File: src/design/ebsc_consts.svh
`ifndef EBSC_CONSTS_SVH
`define EBSC_CONSTS_SVH

// Register indices; the byte address is four times the index
`define EBSC_IDX_BUS_WIDTH   32'h00ff_fd84
`define EBSC_IDX_ACC_STATE   32'h00ff_fd86
`define EBSC_IDX_WAIT_A      32'h00ff_fd88
`define EBSC_IDX_WAIT_B      32'h00ff_fd8a
`define EBSC_IDX_IDLE        32'h00ff_fd90
`define EBSC_IDX_BYTE_ORDER  32'h00ff_fd95
`define EBSC_IDX_SRAM_MODE   32'h00ff_fd98
`define EBSC_IDX_DRAM_CTRL   32'h00ff_fda0
`define EBSC_IDX_DRAM_TIME   32'h00ff_fda2
`define EBSC_IDX_SDRAM_CTRL  32'h00ff_fda4
`define EBSC_IDX_REFR_CTRL   32'h00ff_fda6
`define EBSC_IDX_REFR_CNT    32'h00ff_fda8
`define EBSC_IDX_REFR_CONST  32'h00ff_fda9
`define EBSC_IDX_IRQ_STATUS  32'h00ff_fdb0
`define EBSC_IDX_IRQ_ENABLE  32'h00ff_fdb1
`define EBSC_IDX_IRQ_CLEAR   32'h00ff_fdb2

// Field positions
`define EBSC_WIDTH_HIGH_LSB  8
`define EBSC_WIDTH_LOW_LSB   0
`define EBSC_AREA_BIT_LSB    8
`define EBSC_AREA4_WAIT_LSB  0
`define EBSC_AREA2_WAIT_LSB  8
`define EBSC_IDLE_LSB        12
`define EBSC_DYN_SEL_BIT     15
`define EBSC_DYN_TYPE_BIT    14
`define EBSC_OE_CKE_BIT      11
`define EBSC_BURST_BIT       7
`define EBSC_PRECHG_LSB      12
`define EBSC_RAS_CAS_LSB     8
`define EBSC_MRS_BIT         15
`define EBSC_MATCH_FLAG_BIT  15
`define EBSC_REFR_CLK_LSB    8
`define EBSC_REFR_EN_BIT     7
`define EBSC_IRQ_MATCH_BIT   0
`define EBSC_IRQ_REFR_BIT    1

// Reset values
`define EBSC_RST_REG16       16'h0000
`define EBSC_RST_REG8        8'h00
`define EBSC_RST_IRQ         2'h0

`endif

File: src/design/ebsc_pkg.sv
package ebsc_pkg;

  typedef struct packed {
    logic width16;
    logic threeState;
    logic littleOrder;
    logic byteCtlIf;
  } ebsc_area_cfg_t;

  typedef struct packed {
    logic       dynMemArea2;
    logic       sdramType;
    logic       burstPage;
    logic [2:0] precharge;
    logic [1:0] rasCasWait;
    logic [2:0] casLatency;
    logic [2:0] area4Wait;
    logic [3:0] idleInsert;
  } ebsc_mem_cfg_t;

  typedef enum logic [2:0] {
    RF_IDLE = 3'b001,
    RF_REQ  = 3'b010,
    RF_WAIT = 3'b100
  } ebsc_refr_state_t;

endpackage : ebsc_pkg

File: src/design/ebsc_bus_ctrl.sv
// The implementer's own choice: register access over APB.
`timescale 1ns/10ps
`include "ebsc_consts.svh"
module ebsc_bus_ctrl
  import ebsc_pkg::*;
#(
  parameter int NAREA = 8
) (
  input  wire logic                 mclk,
  input  wire logic                 nrst,
  input  wire logic                 psel,
  input  wire logic                 penable,
  input  wire logic                 pwrite,
  input  wire logic [31:0]          paddr,
  input  wire logic [31:0]          pwdata,
  output logic                      pready,
  output logic [31:0]               prdata,
  output logic                      pslverr,
  input  wire logic                 memWrite,
  input  wire logic                 memByte,
  input  wire logic                 memArea2,
  input  wire logic                 memOeAssert,
  input  wire logic                 refreshAck,
  output ebsc_area_cfg_t [NAREA-1:0] areaCfg,
  output ebsc_mem_cfg_t             memCfg,
  output logic                      refreshReq,
  output logic                      modeRegWrite,
  output logic                      oeCkeOut,
  output logic                      oeCkeOen,
  output logic                      irq
);

  logic [15:0]      busWidth;
  logic [15:0]      accState;
  logic [15:0]      waitA;
  logic [15:0]      waitB;
  logic [15:0]      idleCtrl;
  logic [7:0]       byteOrder;
  logic [15:0]      sramMode;
  logic [15:0]      dramCtrl;
  logic [15:0]      dramTime;
  logic [15:0]      sdramCtrl;
  logic [15:0]      refrCtrl;
  logic [7:0]       refrCnt;
  logic [7:0]       refrConst;
  logic [1:0]       irqStatus;
  logic [1:0]       irqEnable;
  logic [11:0]      prescale;
  logic             refrTick;
  logic             cntMatch;
  logic             refrIssue;
  logic             setupPhase;
  logic             wrEn;
  logic             mapped;
  logic [31:0]      rdValue;
  ebsc_refr_state_t refrState;

  function automatic logic hit(input logic [31:0] addr, input logic [31:0] idx);
    hit = (addr == {idx[29:0], 2'b00});
  endfunction : hit

  function automatic logic [11:0] divMask(input logic [2:0] sel);
    unique case (sel)
      3'b001:  divMask = 12'h001;
      3'b010:  divMask = 12'h007;
      3'b011:  divMask = 12'h01f;
      3'b100:  divMask = 12'h07f;
      3'b101:  divMask = 12'h1ff;
      3'b110:  divMask = 12'h7ff;
      3'b111:  divMask = 12'hfff;
      default: divMask = 12'h000;
    endcase
  endfunction : divMask

  // Zero-wait slave; read data is captured in the setup cycle
  assign setupPhase = psel & ~penable;
  assign wrEn       = psel & penable & pwrite & ~pslverr;
  assign pready     = 1'b1;

  always_comb begin
    mapped  = 1'b1;
    rdValue = 32'h0000_0000;
    if (hit(paddr, `EBSC_IDX_BUS_WIDTH)) begin
      rdValue[15:0] = busWidth;
    end else if (hit(paddr, `EBSC_IDX_ACC_STATE)) begin
      rdValue[15:0] = accState;
    end else if (hit(paddr, `EBSC_IDX_WAIT_A)) begin
      rdValue[15:0] = waitA;
    end else if (hit(paddr, `EBSC_IDX_WAIT_B)) begin
      rdValue[15:0] = waitB;
    end else if (hit(paddr, `EBSC_IDX_IDLE)) begin
      rdValue[15:0] = idleCtrl;
    end else if (hit(paddr, `EBSC_IDX_BYTE_ORDER)) begin
      rdValue[7:0] = byteOrder;
    end else if (hit(paddr, `EBSC_IDX_SRAM_MODE)) begin
      rdValue[15:0] = sramMode;
    end else if (hit(paddr, `EBSC_IDX_DRAM_CTRL)) begin
      rdValue[15:0] = dramCtrl;
    end else if (hit(paddr, `EBSC_IDX_DRAM_TIME)) begin
      rdValue[15:0] = dramTime;
    end else if (hit(paddr, `EBSC_IDX_SDRAM_CTRL)) begin
      rdValue[15:0] = sdramCtrl;
    end else if (hit(paddr, `EBSC_IDX_REFR_CTRL)) begin
      rdValue[15:0] = refrCtrl;
    end else if (hit(paddr, `EBSC_IDX_REFR_CNT)) begin
      rdValue[7:0] = refrCnt;
    end else if (hit(paddr, `EBSC_IDX_REFR_CONST)) begin
      rdValue[7:0] = refrConst;
    end else if (hit(paddr, `EBSC_IDX_IRQ_STATUS)) begin
      rdValue[1:0] = irqStatus;
    end else if (hit(paddr, `EBSC_IDX_IRQ_ENABLE)) begin
      rdValue[1:0] = irqEnable;
    end else if (hit(paddr, `EBSC_IDX_IRQ_CLEAR)) begin
      rdValue = 32'h0000_0000;
    end else begin
      mapped = 1'b0;
    end
  end

  always_ff @(posedge mclk or negedge nrst) begin
    if (!nrst) begin
      prdata  <= 32'h0000_0000;
      pslverr <= 1'b0;
    end else if (setupPhase) begin
      prdata  <= pwrite ? 32'h0000_0000 : rdValue;
      pslverr <= ~mapped;
    end
  end

  // Plain configuration registers
  always_ff @(posedge mclk or negedge nrst) begin
    if (!nrst) begin
      busWidth  <= `EBSC_RST_REG16;
      accState  <= `EBSC_RST_REG16;
      waitA     <= `EBSC_RST_REG16;
      waitB     <= `EBSC_RST_REG16;
      idleCtrl  <= `EBSC_RST_REG16;
      byteOrder <= `EBSC_RST_REG8;
      sramMode  <= `EBSC_RST_REG16;
      dramCtrl  <= `EBSC_RST_REG16;
      dramTime  <= `EBSC_RST_REG16;
      sdramCtrl <= `EBSC_RST_REG16;
      refrConst <= `EBSC_RST_REG8;
      irqEnable <= `EBSC_RST_IRQ;
    end else if (wrEn) begin
      if (hit(paddr, `EBSC_IDX_BUS_WIDTH))   busWidth  <= pwdata[15:0];
      if (hit(paddr, `EBSC_IDX_ACC_STATE))   accState  <= pwdata[15:0];
      if (hit(paddr, `EBSC_IDX_WAIT_A))      waitA     <= pwdata[15:0];
      if (hit(paddr, `EBSC_IDX_WAIT_B))      waitB     <= pwdata[15:0];
      if (hit(paddr, `EBSC_IDX_IDLE))        idleCtrl  <= pwdata[15:0];
      if (hit(paddr, `EBSC_IDX_BYTE_ORDER))  byteOrder <= pwdata[7:0];
      if (hit(paddr, `EBSC_IDX_SRAM_MODE))   sramMode  <= pwdata[15:0];
      if (hit(paddr, `EBSC_IDX_DRAM_CTRL))   dramCtrl  <= pwdata[15:0];
      if (hit(paddr, `EBSC_IDX_DRAM_TIME))   dramTime  <= pwdata[15:0];
      if (hit(paddr, `EBSC_IDX_SDRAM_CTRL))  sdramCtrl <= pwdata[15:0];
      if (hit(paddr, `EBSC_IDX_REFR_CONST))  refrConst <= pwdata[7:0];
      if (hit(paddr, `EBSC_IDX_IRQ_ENABLE))  irqEnable <= pwdata[1:0];
    end
  end

  // Per-area decode
  for (genvar n = 0; n < NAREA; n++) begin : g_area
    assign areaCfg[n].width16     = ~busWidth[`EBSC_WIDTH_HIGH_LSB + n] & busWidth[`EBSC_WIDTH_LOW_LSB + n];
    assign areaCfg[n].threeState  = accState[`EBSC_AREA_BIT_LSB + n];
    assign areaCfg[n].littleOrder = byteOrder[n];
    assign areaCfg[n].byteCtlIf   = sramMode[`EBSC_AREA_BIT_LSB + n];
  end

  assign memCfg.dynMemArea2 = dramCtrl[`EBSC_DYN_SEL_BIT];
  assign memCfg.sdramType   = dramCtrl[`EBSC_DYN_SEL_BIT] & dramCtrl[`EBSC_DYN_TYPE_BIT];
  assign memCfg.burstPage   = dramCtrl[`EBSC_DYN_SEL_BIT] & dramCtrl[`EBSC_BURST_BIT];
  assign memCfg.precharge   = {1'b0, dramTime[`EBSC_PRECHG_LSB +: 2]} + 3'd1;
  assign memCfg.rasCasWait  = dramTime[`EBSC_RAS_CAS_LSB +: 2];
  assign memCfg.casLatency  = memCfg.sdramType ? {1'b0, waitB[`EBSC_AREA2_WAIT_LSB +: 2]} + 3'd1
                                               : waitB[`EBSC_AREA2_WAIT_LSB +: 3];
  assign memCfg.area4Wait   = waitA[`EBSC_AREA4_WAIT_LSB +: 3];
  assign memCfg.idleInsert  = idleCtrl[`EBSC_IDLE_LSB +: 4];

  always_ff @(posedge mclk or negedge nrst) begin
    if (!nrst) begin
      oeCkeOut <= 1'b0;
      oeCkeOen <= 1'b1;
    end else begin
      oeCkeOen <= ~dramCtrl[`EBSC_OE_CKE_BIT];
      oeCkeOut <= memCfg.sdramType ? 1'b1 : ~memOeAssert;
    end
  end

  always_ff @(posedge mclk or negedge nrst) begin
    if (!nrst) begin
      modeRegWrite <= 1'b0;
    end else begin
      modeRegWrite <= sdramCtrl[`EBSC_MRS_BIT] & memCfg.sdramType & memArea2 & memWrite & memByte;
    end
  end

  // prescaler; one counter serves all seven rates
  always_ff @(posedge mclk or negedge nrst) begin
    if (!nrst) begin
      prescale <= 12'h000;
    end else begin
      prescale <= prescale + 12'h001;
    end
  end

  assign refrTick = (refrCtrl[`EBSC_REFR_CLK_LSB +: 3] != 3'b000)
                  && ((prescale & divMask(refrCtrl[`EBSC_REFR_CLK_LSB +: 3]))
                      == divMask(refrCtrl[`EBSC_REFR_CLK_LSB +: 3]));
  assign cntMatch = (refrCnt == refrConst);

  // clear on match; a software write loses to the match
  always_ff @(posedge mclk or negedge nrst) begin
    if (!nrst) begin
      refrCnt <= `EBSC_RST_REG8;
    end else if (cntMatch) begin
      refrCnt <= 8'h00;
    end else if (wrEn && hit(paddr, `EBSC_IDX_REFR_CNT)) begin
      refrCnt <= pwdata[7:0];
    end else if (refrTick) begin
      refrCnt <= refrCnt + 8'h01;
    end
  end

  // match flag, set wins over clear-by-zero
  always_ff @(posedge mclk or negedge nrst) begin
    if (!nrst) begin
      refrCtrl <= `EBSC_RST_REG16;
    end else begin
      if (wrEn && hit(paddr, `EBSC_IDX_REFR_CTRL)) begin
        refrCtrl[14:0] <= pwdata[14:0];
        if (!pwdata[`EBSC_MATCH_FLAG_BIT]) begin
          refrCtrl[`EBSC_MATCH_FLAG_BIT] <= 1'b0;
        end
      end
      if (cntMatch) begin
        refrCtrl[`EBSC_MATCH_FLAG_BIT] <= 1'b1;
      end
    end
  end

  assign refrIssue = cntMatch & refrCtrl[`EBSC_REFR_EN_BIT];

  // Request held until the memory sequencer accepts it
  always_ff @(posedge mclk or negedge nrst) begin
    if (!nrst) begin
      refrState <= RF_IDLE;
    end else begin
      unique case (refrState)
        RF_IDLE: if (refrIssue) refrState <= RF_REQ;
        RF_REQ:  if (refreshAck) refrState <= RF_WAIT;
        RF_WAIT: if (!refreshAck) refrState <= RF_IDLE;
        default: refrState <= RF_IDLE;
      endcase
    end
  end
  assign refreshReq = (refrState == RF_REQ);

  // Sticky events; a set in the clearing cycle survives
  always_ff @(posedge mclk or negedge nrst) begin
    if (!nrst) begin
      irqStatus <= `EBSC_RST_IRQ;
    end else begin
      for (int b = 0; b < 2; b++) begin
        if (wrEn && hit(paddr, `EBSC_IDX_IRQ_CLEAR) && pwdata[b]) begin
          irqStatus[b] <= 1'b0;
        end
      end
      if (cntMatch) irqStatus[`EBSC_IRQ_MATCH_BIT] <= 1'b1;
      if (refrIssue) irqStatus[`EBSC_IRQ_REFR_BIT] <= 1'b1;
    end
  end
  assign irq = |(irqStatus & irqEnable);

  property p_width16;
    @(posedge mclk) disable iff (!nrst)
      areaCfg[4].width16 == (!busWidth[12] && busWidth[4]);
  endproperty
  a_width16: assert property (p_width16) else $error("area 4 width decode wrong");

  property p_three;
    @(posedge mclk) disable iff (!nrst) wrEn && hit(paddr, `EBSC_IDX_ACC_STATE) |=> areaCfg[4].threeState == $past(pwdata[12]);
  endproperty
  a_three: assert property (p_three) else $error("state select not taken");

  property p_wait4;
    @(posedge mclk) disable iff (!nrst) waitA[2:0] == 3'b111 |-> memCfg.area4Wait == 3'd7;
  endproperty
  a_wait4: assert property (p_wait4) else $error("area 4 wait wrong");

  property p_cas;
    @(posedge mclk) disable iff (!nrst) memCfg.sdramType && waitB[9:8] == 2'b01 |-> memCfg.casLatency == 3'd2;
  endproperty
  a_cas: assert property (p_cas) else $error("CAS latency wrong");

  property p_prechg;
    @(posedge mclk) disable iff (!nrst) dramTime[13:12] == 2'b00 |-> memCfg.precharge == 3'd1;
  endproperty
  a_prechg: assert property (p_prechg) else $error("precharge count wrong");

  property p_mrs;
    @(posedge mclk) disable iff (!nrst) modeRegWrite |-> $past(memByte && memWrite && sdramCtrl[15]);
  endproperty
  a_mrs: assert property (p_mrs) else $error("mode write without byte write");

  property p_match;
    @(posedge mclk) disable iff (!nrst) cntMatch |=> refrCnt == 8'h00 && refrCtrl[15];
  endproperty
  a_match: assert property (p_match) else $error("match did not clear and flag");

  property p_norefr;
    @(posedge mclk) disable iff (!nrst) refrState == RF_IDLE && !refrCtrl[7] |=> refrState == RF_IDLE;
  endproperty
  a_norefr: assert property (p_norefr) else $error("refresh while disabled");

  property p_stop;
    @(posedge mclk) disable iff (!nrst)
      refrCtrl[10:8] == 3'b000 && !cntMatch && !wrEn |=> refrCnt == $past(refrCnt);
  endproperty
  a_stop: assert property (p_stop) else $error("counter ran without clock");

  property p_div8;
    @(posedge mclk) disable iff (!nrst) refrCtrl[10:8] == 3'b010 && refrTick |=> !refrTick [*7];
  endproperty
  a_div8: assert property (p_div8) else $error("divide-by-8 spacing wrong");

endmodule : ebsc_bus_ctrl

File: config.mk
export PLATFORM = sky130hd
export DESIGN_NAME = ebsc_bus_ctrl
export DESIGN_NICKNAME = d
export VERILOG_FILES = /design/src/design/ebsc_pkg.sv /design/src/design/ebsc_bus_ctrl.sv
export VERILOG_INCLUDE_DIRS = /design/src /design/src/design
export SDC_FILE = /design/constraint.sdc
export NUM_CORES = 1
export LEC_CHECK = 0
export BUFFER_PORTS_ARGS = -buffer_cell sky130_fd_sc_hd__buf_2
export CAP_MARGIN = 20
export CORE_MARGIN = 3
export CORE_UTILIZATION = 45
export DETAILED_ROUTE_END_ITERATION = 8
export PLACE_DENSITY = 0.65
export SLEW_MARGIN = 20
export SYNTH_ARGS = -nofsm -noshare
export SYNTH_HDL_FRONTEND = slang
export SYNTH_SLANG_ARGS = --single-unit
File: constraint.sdc
create_clock -name mclk -period 3.66 [get_ports mclk]
set_input_delay 0.732 -clock mclk [delete_from_list [all_inputs] [get_ports mclk]]
set_output_delay 0.732 -clock mclk [all_outputs]
set_load 0.02 [all_outputs]
==> results.toml, run 1 <==
[route]
first_pass_iters = 4
post_drt_via_cell_ratio = 5.88
drt_iter0_drc = 621
route.detailed.drc = 0
wire_per_inst_um = 21.5
ant_nets = 0
wirelength_um = 31100
vias = 8513

[cts]
clkLatencyLatePin_ns = 0.52
tritoncts = "yes"
cts_buffer_depth = 3
root_buffer = "clkbuf_16"
clkTransAtPathRegs_ns = 0.06
cts_max_level = 1
post-cts-setup-buffers = 0
cts_buffers = 25
postCtsHoldBufs = 0
cts_resized = 0
cts.sinks = 223

[floorplanning]
rows = 57
ioPinCount = 163
die_area_um2 = 26900
initial_utilization_pct = 46.0
core_area_um2 = 24500
die_height_um = 164
die_x_um = 164

[finish]
area_growth_pct = 16.2
postLayoutCellArea_um2 = 13100
diodes = 0
drive_above_1_share_pct = 38.2
final_nets = 1184

[critical_path]
crit_fanout = 13
worstPathRequired_ns = 4.06
crit_path_frequent_cell = "buf_4"
crit_path_end_kind = "flop"
crit_type = "in -> reg"
critPathArrivalTime_ns = 3.19
worst-path-buf-inv = 3
crit_path_max_incr_delay_ns = 0.77
critical_path.top_delay_family = "simple AND/OR/NAND/NOR gates"
path_cells = "buf_2, buf_4, or4b_2, nor2_2, and3_1, nand2_1, buf_4, mux2_2"
startpoint_type = "input port"
critPathSlowestCell = "or4b_2"

[placement]
port_buffers = 129
gp_congestion = 0.926
place_area_um2 = 12300
dpl.hpwl_um = 22200

[global_routing]
grt_usage_pct = 23.1
antenna_found_initial = 1
overflow = 0
grt_max_degree = 105
grt_pass1_wl_um = 48100
grt_pass1_vias = 8277

[timing]
max_freq_mhz = 358
drv_slew = 0
rsz0062_at_grt = "false"
fin_setup_tns_ns = 0
whs_ns = 0.245
hold_viol = 0
relSlewSlack_pct = 45.8
min_period_over_period_pct = 76.3
period_minus_slack_ns = 2.79
final.setup_skew_ns = 0.00908
worstMarginPinSlew_ns = 0.813
setup_viol = 0

[power]
ir_drop_mv = 0.294
powerDensity_nw_per_um2 = 398
leakagePower_nw = 6.43
p_total_mw = 5.21

[logic_synthesis]
synth_top_cell_area_share_pct = 49.1
yosys_warnings = 0
ys_seq_area_share_pct = 49.6
yosys.cell_types.count = 69
synth.area.top_cells = "dfrtp_1 (49%), mux2_2 (18%), buf_4 (2.9%), nor2_1 (1.8%), xnor2_1 (1.7%)"
synth_flop_cell = "dfrtp_1"
synth-edff-count = 0
synth_commonest_cells = "dfrtp_1 (221), mux2_2 (183), nor2_1 (53)"
ys_ff_latch = 223
yosysMostFrequentCell = "dfrtp_1"
async_flop_share_pct = 100
syn_area_per_cell_um2 = 11.4
synth_top_area_cell = "dfrtp_1"
netlist_area_um2 = 11300
synth_cells = 984

[status]
status = "finished clean"

[run]
drv_cap = 0

[hold_path]
hold_path.class = "in -> async"
-- routing by layer --
| metal | track usage, % | up-vias | wire, um |
|---|---|---|---|
| met5 | 0 | - | 7 |
| met4 | 6.07 | 2 | 646 |
| met3 | 2.77 | 42 | 2070 |
| met2 | 36.8 | 318 | 14300 |
| met1 | 33.7 | 4322 | 14000 |
| li1 | - | 3829 | - |
-- cell usage in the layout (no fill, tap or decap), types with 4 or more instances in the layout --
cell	count
conb_1	17
buf_2	128
a221oi_1	5
o22ai_1	13
a211oi_1	10
a22oi_1	11
a222oi_1	4
mux2i_1	10
clkbuf_1	9
and3_1	9
ha_1	4
nand2_1	47
nor4_1	4
and2_1	6
a221o_1	9
a21oi_1	38
a21o_1	4
or3_1	10
dfrtp_1	221
mux2_2	183
and4_1	4
o2bb2ai_1	4
nand4_1	22
nor2_1	53
a22o_1	10
nor4bb_1	4
nor3_1	16
buf_4	56
nor2b_1	14
inv_1	8
xnor2_1	22
xor2_1	6
o21ai_0	35
nand2b_1	7
nand3_1	16
o221ai_1	12
o21a_1	4
clkbuf_16	25
-- logic make-up (layout without fill, tap and decap cells) --
family / after synthesis / after routing / share of synthesized area, %
compound gates: 181 / 181 / 11.1
flops: 223 / 223 / 49.6
simple gates: 237 / 237 / 11.8
buf+inv: 116 / 240 / 5.60
xor+xnor: 28 / 28 / 2.18
mux: 193 / 193 / 19.2
fa+ha+maj: 4 / 4 / 0.445
other cells: 2 / 17 / 0.0667
-- per-stage QoR --
stage          util, %  worst slack [ns]  std cells
2_1_floorplan        -             0.617        999
3_3_place_gp      50.1             0.379       1403
3_5_place_dp      50.1             0.381       1403
4_1_cts           53.5             0.907       1447
5_1_grt           53.5             0.748       1447
6_report          53.5             0.868       1447
-- layout make-up --
class	instances	area, um^2
Clock inverter	7	113
Inverter	8	30.0
Fill cell	2156	11400
Tap cell	324	405
Clock buffer	37	701
Multi-Input combinational cell	660	5110
Timing Repair Buffer	188	1140
Sequential cell	223	5580
-- path summary, 6_finish.rpt --
| kind | startpoint | endpoint | slack [ns] | depth (start not counted) |
|---|---|---|---|---|
| worst max-delay path | paddr[2] | refrCtrl[1]$_DFFE_PN0P_ | 0.87 | 8 |
| worst min-delay path | nrst | prescale[4]$_DFF_PN0_ | 0.25 | 1 |
| worst max register to register | pslverr$_DFFE_PN0P_ | refrCnt[7]$_DFFE_PN0P_ | 1.42 | 3 |
| worst min register to register | dramCtrl[11]$_DFFE_PN0P_ | oeCkeOen$_DFF_PN1_ | 0.40 | 1 |
| max in group asynchronous | nrst | refrState[0]$_DFFE_PN1P_ | 2.49 | 2 |
| min in group mclk | memOeAssert | oeCkeOut$_DFF_PN0_ | 0.37 | 2 |
-- report_power, final --
group	switching [mW]	internal, mW
sequential	0.00315	2.47
clock	0.971	1.53
combinational	0.174	0.0599
(Power assumes the default switching activity.)
==> run 2, diff against run 1 <==
--- a/config.mk
+++ b/config.mk
@@ -6,12 +6,13 @@
 export SDC_FILE = /design/constraint.sdc
 export NUM_CORES = 1
 export LEC_CHECK = 0
+export ABC_AREA = 1
 export BUFFER_PORTS_ARGS = -buffer_cell sky130_fd_sc_hd__buf_2
 export CAP_MARGIN = 20
 export CORE_MARGIN = 3
 export CORE_UTILIZATION = 45
 export DETAILED_ROUTE_END_ITERATION = 8
-export PLACE_DENSITY = 0.65
+export PLACE_DENSITY = 0.68
 export SLEW_MARGIN = 20
 export SYNTH_ARGS = -nofsm -noshare
 export SYNTH_HDL_FRONTEND = slang
==> constraint.sdc (replaced) <==
create_clock -name mclk -period 2.35 [get_ports mclk]
set_input_delay 0.47 -clock mclk [delete_from_list [all_inputs] [get_ports mclk]]
set_output_delay 0.47 -clock mclk [all_outputs]
set_load 0.02 [all_outputs]
==> run 2 against run 1 <==
Net effect:
- clock skew up 0.014 ns
- final cell count rose by 35%
- critical endpoint is now memCfg[9]
- sequential share of layout area shrank 1.6 points
- register-to-register slack got worse by 0.89 ns
- largest cell class unchanged
- clock power up 58%
- area after synthesis is 2.1% higher
==> results.toml, run 2 <==
[route]
vias = 10200
wire_per_inst_um = 16.3
first_pass_iters = 5
wirelength_um = 31800
route.detailed.drc = 0
drt_iter0_drc = 953
ant_nets = 0
post_drt_via_cell_ratio = 5.21

[critical_path]
crit_fanout = 5
startpoint_type = "flop"
critPathArrivalTime_ns = 1.64
critPathSlowestCell = "dfrtp_1"
crit_path_end_kind = "output pin"
r2r_setup_slack_ns = 0.53
crit_path_max_incr_delay_ns = 0.45
crit_type = "reg -> out"
path_cells = "nand2_1, inv_1, o21ai_0, buf_2"
worstPathRequired_ns = 1.88
worst-path-buf-inv = 2
critical_path.top_delay_family = "flip-flops"

[global_routing]
grt_max_degree = 67
grtUsageMet3_pct = 3.43
gr-max-usage-layer = "met2"
grt_pass1_vias = 9897
antenna_found_initial = 0
met1_usage_pct = 32.9
grtUsageMet2_pct = 36.5
overflow = 0
grt_usage_pct = 22.9
grt_pass1_wl_um = 52100

[logic_synthesis]
netlist_area_um2 = 11500
synth_top_cell_area_share_pct = 48.1
yosys.cell_types.count = 48
yosysMostFrequentCell = "nand2_1"
synth-edff-count = 0
syn_area_per_cell_um2 = 7.93
yosys_warnings = 0
synth_commonest_cells = "nand2_1 (393), dfrtp_1 (221), o21ai_0 (219)"
synth_flop_cell = "dfrtp_1"
synth_cells = 1449
synth.area.top_cells = "dfrtp_1 (48%), nand2_1 (13%), o21ai_0 (9.5%), inv_1 (3.3%), nand3_1 (3.1%)"
ys_ff_latch = 223
async_flop_share_pct = 100
synth_top_area_cell = "dfrtp_1"
ys_seq_area_share_pct = 48.6

[floorplanning]
core_area_um2 = 24700
rows = 57
die_area_um2 = 27500
die_x_um = 166
initial_utilization_pct = 46.6
ioPinCount = 163
die_height_um = 166

[cts]
clkLatencyLatePin_ns = 0.54
tritoncts = "yes"
cts.sinks = 223
root_buffer = "clkbuf_16"
clkTransAtPathRegs_ns = 0.06
cts_buffers = 25
cts_buffer_depth = 3
cts_max_level = 1

[timing]
hold_viol = 0
whs_ns = 0.102
worstMarginPinSlew_ns = 0.630
period_minus_slack_ns = 2.11
max_freq_mhz = 473
relSlewSlack_pct = 57.9
min_period_over_period_pct = 89.9
final.setup_skew_ns = 0.0228
drv_slew = 0
setup_viol = 0
rsz0062_at_grt = "false"

[finish]
final_common_cell = "nand2_1"
diodes = 0
postLayoutCellArea_um2 = 13600
layout_common_cells = "nand2_1 (393), dfrtp_1 (221), o21ai_0 (219)"
drive_above_1_share_pct = 20.3
final_nets = 1686
final_core_util_pct = 55.1
final_cells = 1951
area_growth_pct = 18.2

[power]
pwr-share-clk_pct = 48.5
p_total_mw = 8.16
leakagePower_nw = 6.99
internal_power_mw = 6.29
netSwitchingFraction_pct = 22.9
powerDensity_nw_per_um2 = 600
combPwrFrac_pct = 4.4
p_sw_mw = 1.87
ir_drop_mv = 0.605
seqPwrFrac_pct = 47.1

[run]
drv_cap = 0

[hold_path]
hold_path.class = "in -> reg"

[placement]
dpl.hpwl_um = 22900
port_buffers = 129
dp.cells = 1904
gp_congestion = 0.895
place_area_um2 = 12700

[status]
status = "finished clean"
[run 2: stage by stage]
step                TNS [ns]  worst slack (ns)
floorplan                  0             0.378
global placement      -0.524           -0.0797
detailed placement    -0.821            -0.106
CTS                        0             0.204
global route               0             0.103
finish                     0             0.236
[run 2: final timing paths]
path	to	startpoint	cells past startpoint
min in group asynchronous	dramTime[8]$_DFFE_PN0P_	nrst	2
worst max-delay path	memCfg[9]	dramCtrl[15]$_DFFE_PN0P_	4
worst min-delay path	oeCkeOut$_DFF_PN0_	memOeAssert	2
worst max register to register	refrState[0]$_DFFE_PN1P_	refrCnt[5]$_DFFE_PN0P_	8
worst min register to register	oeCkeOen$_DFF_PN1_	dramCtrl[11]$_DFFE_PN0P_	1
max in group asynchronous	dramTime[15]$_DFFE_PN0P_	nrst	3
[run 2: worst reg2reg max path, cell delays in order (launching register included)]
cell	delay [ns]
dfrtp_1	0.39
inv_1	0.17
or2_2	0.15
nand4_1	0.07
nor4_1	0.36
nand2_1	0.18
nand2_1	0.13
o211ai_1	0.10
o31ai_1	0.20
[run 2: layout make-up]
type | count | area, um^2
Timing Repair Buffer | 210 | 1320
Multi-Input combinational cell | 1017 | 4950
Inverter | 131 | 500
Fill cell | 2355 | 11100
Tap cell | 324 | 405
Clock buffer | 37 | 721
Clock inverter | 9 | 116
Sequential cell | 223 | 5580
[run 2: timing repair]
action / CTS / global route
hold endpoints to repair: 45 / 0
hold buffers: 1 / 0
buffers inserted: 0 / 0
gates resized for setup: 0 / 0
[run 2: per-layer routing]
metal | up-vias | wire, um
met2 | 362 | 14500
met4 | 0 | 727
met1 | 4754 | 14400
li1 | 4999 | -
met5 | - | 0
met3 | 57 | 2140
[run 2: power groups by stage]
stage / logic (mW) / registers (mW) / clock network (mW)
final: 0.355 / 3.84 / 3.96
after global routing: 0.397 / 3.84 / 4.18
after CTS: 0.362 / 3.84 / 4.02
after detailed placement: 0.359 / 3.91 / 0
after global placement: 0.356 / 3.91 / 0
after floorplan: 0.145 / 3.92 / 0
[run 2: kinds of logic (layout without fill, tap and decap cells)]
logic type,count (synthesis),after routing,share of synthesized area (%)
compound gates,317,317,14.3
flops,223,223,48.6
buf+inv,224,387,8.87
other cells,2,17,0.0653
simple gates,663,663,26.5
fa+ha+maj,4,4,0.435
xor+xnor,16,16,1.22
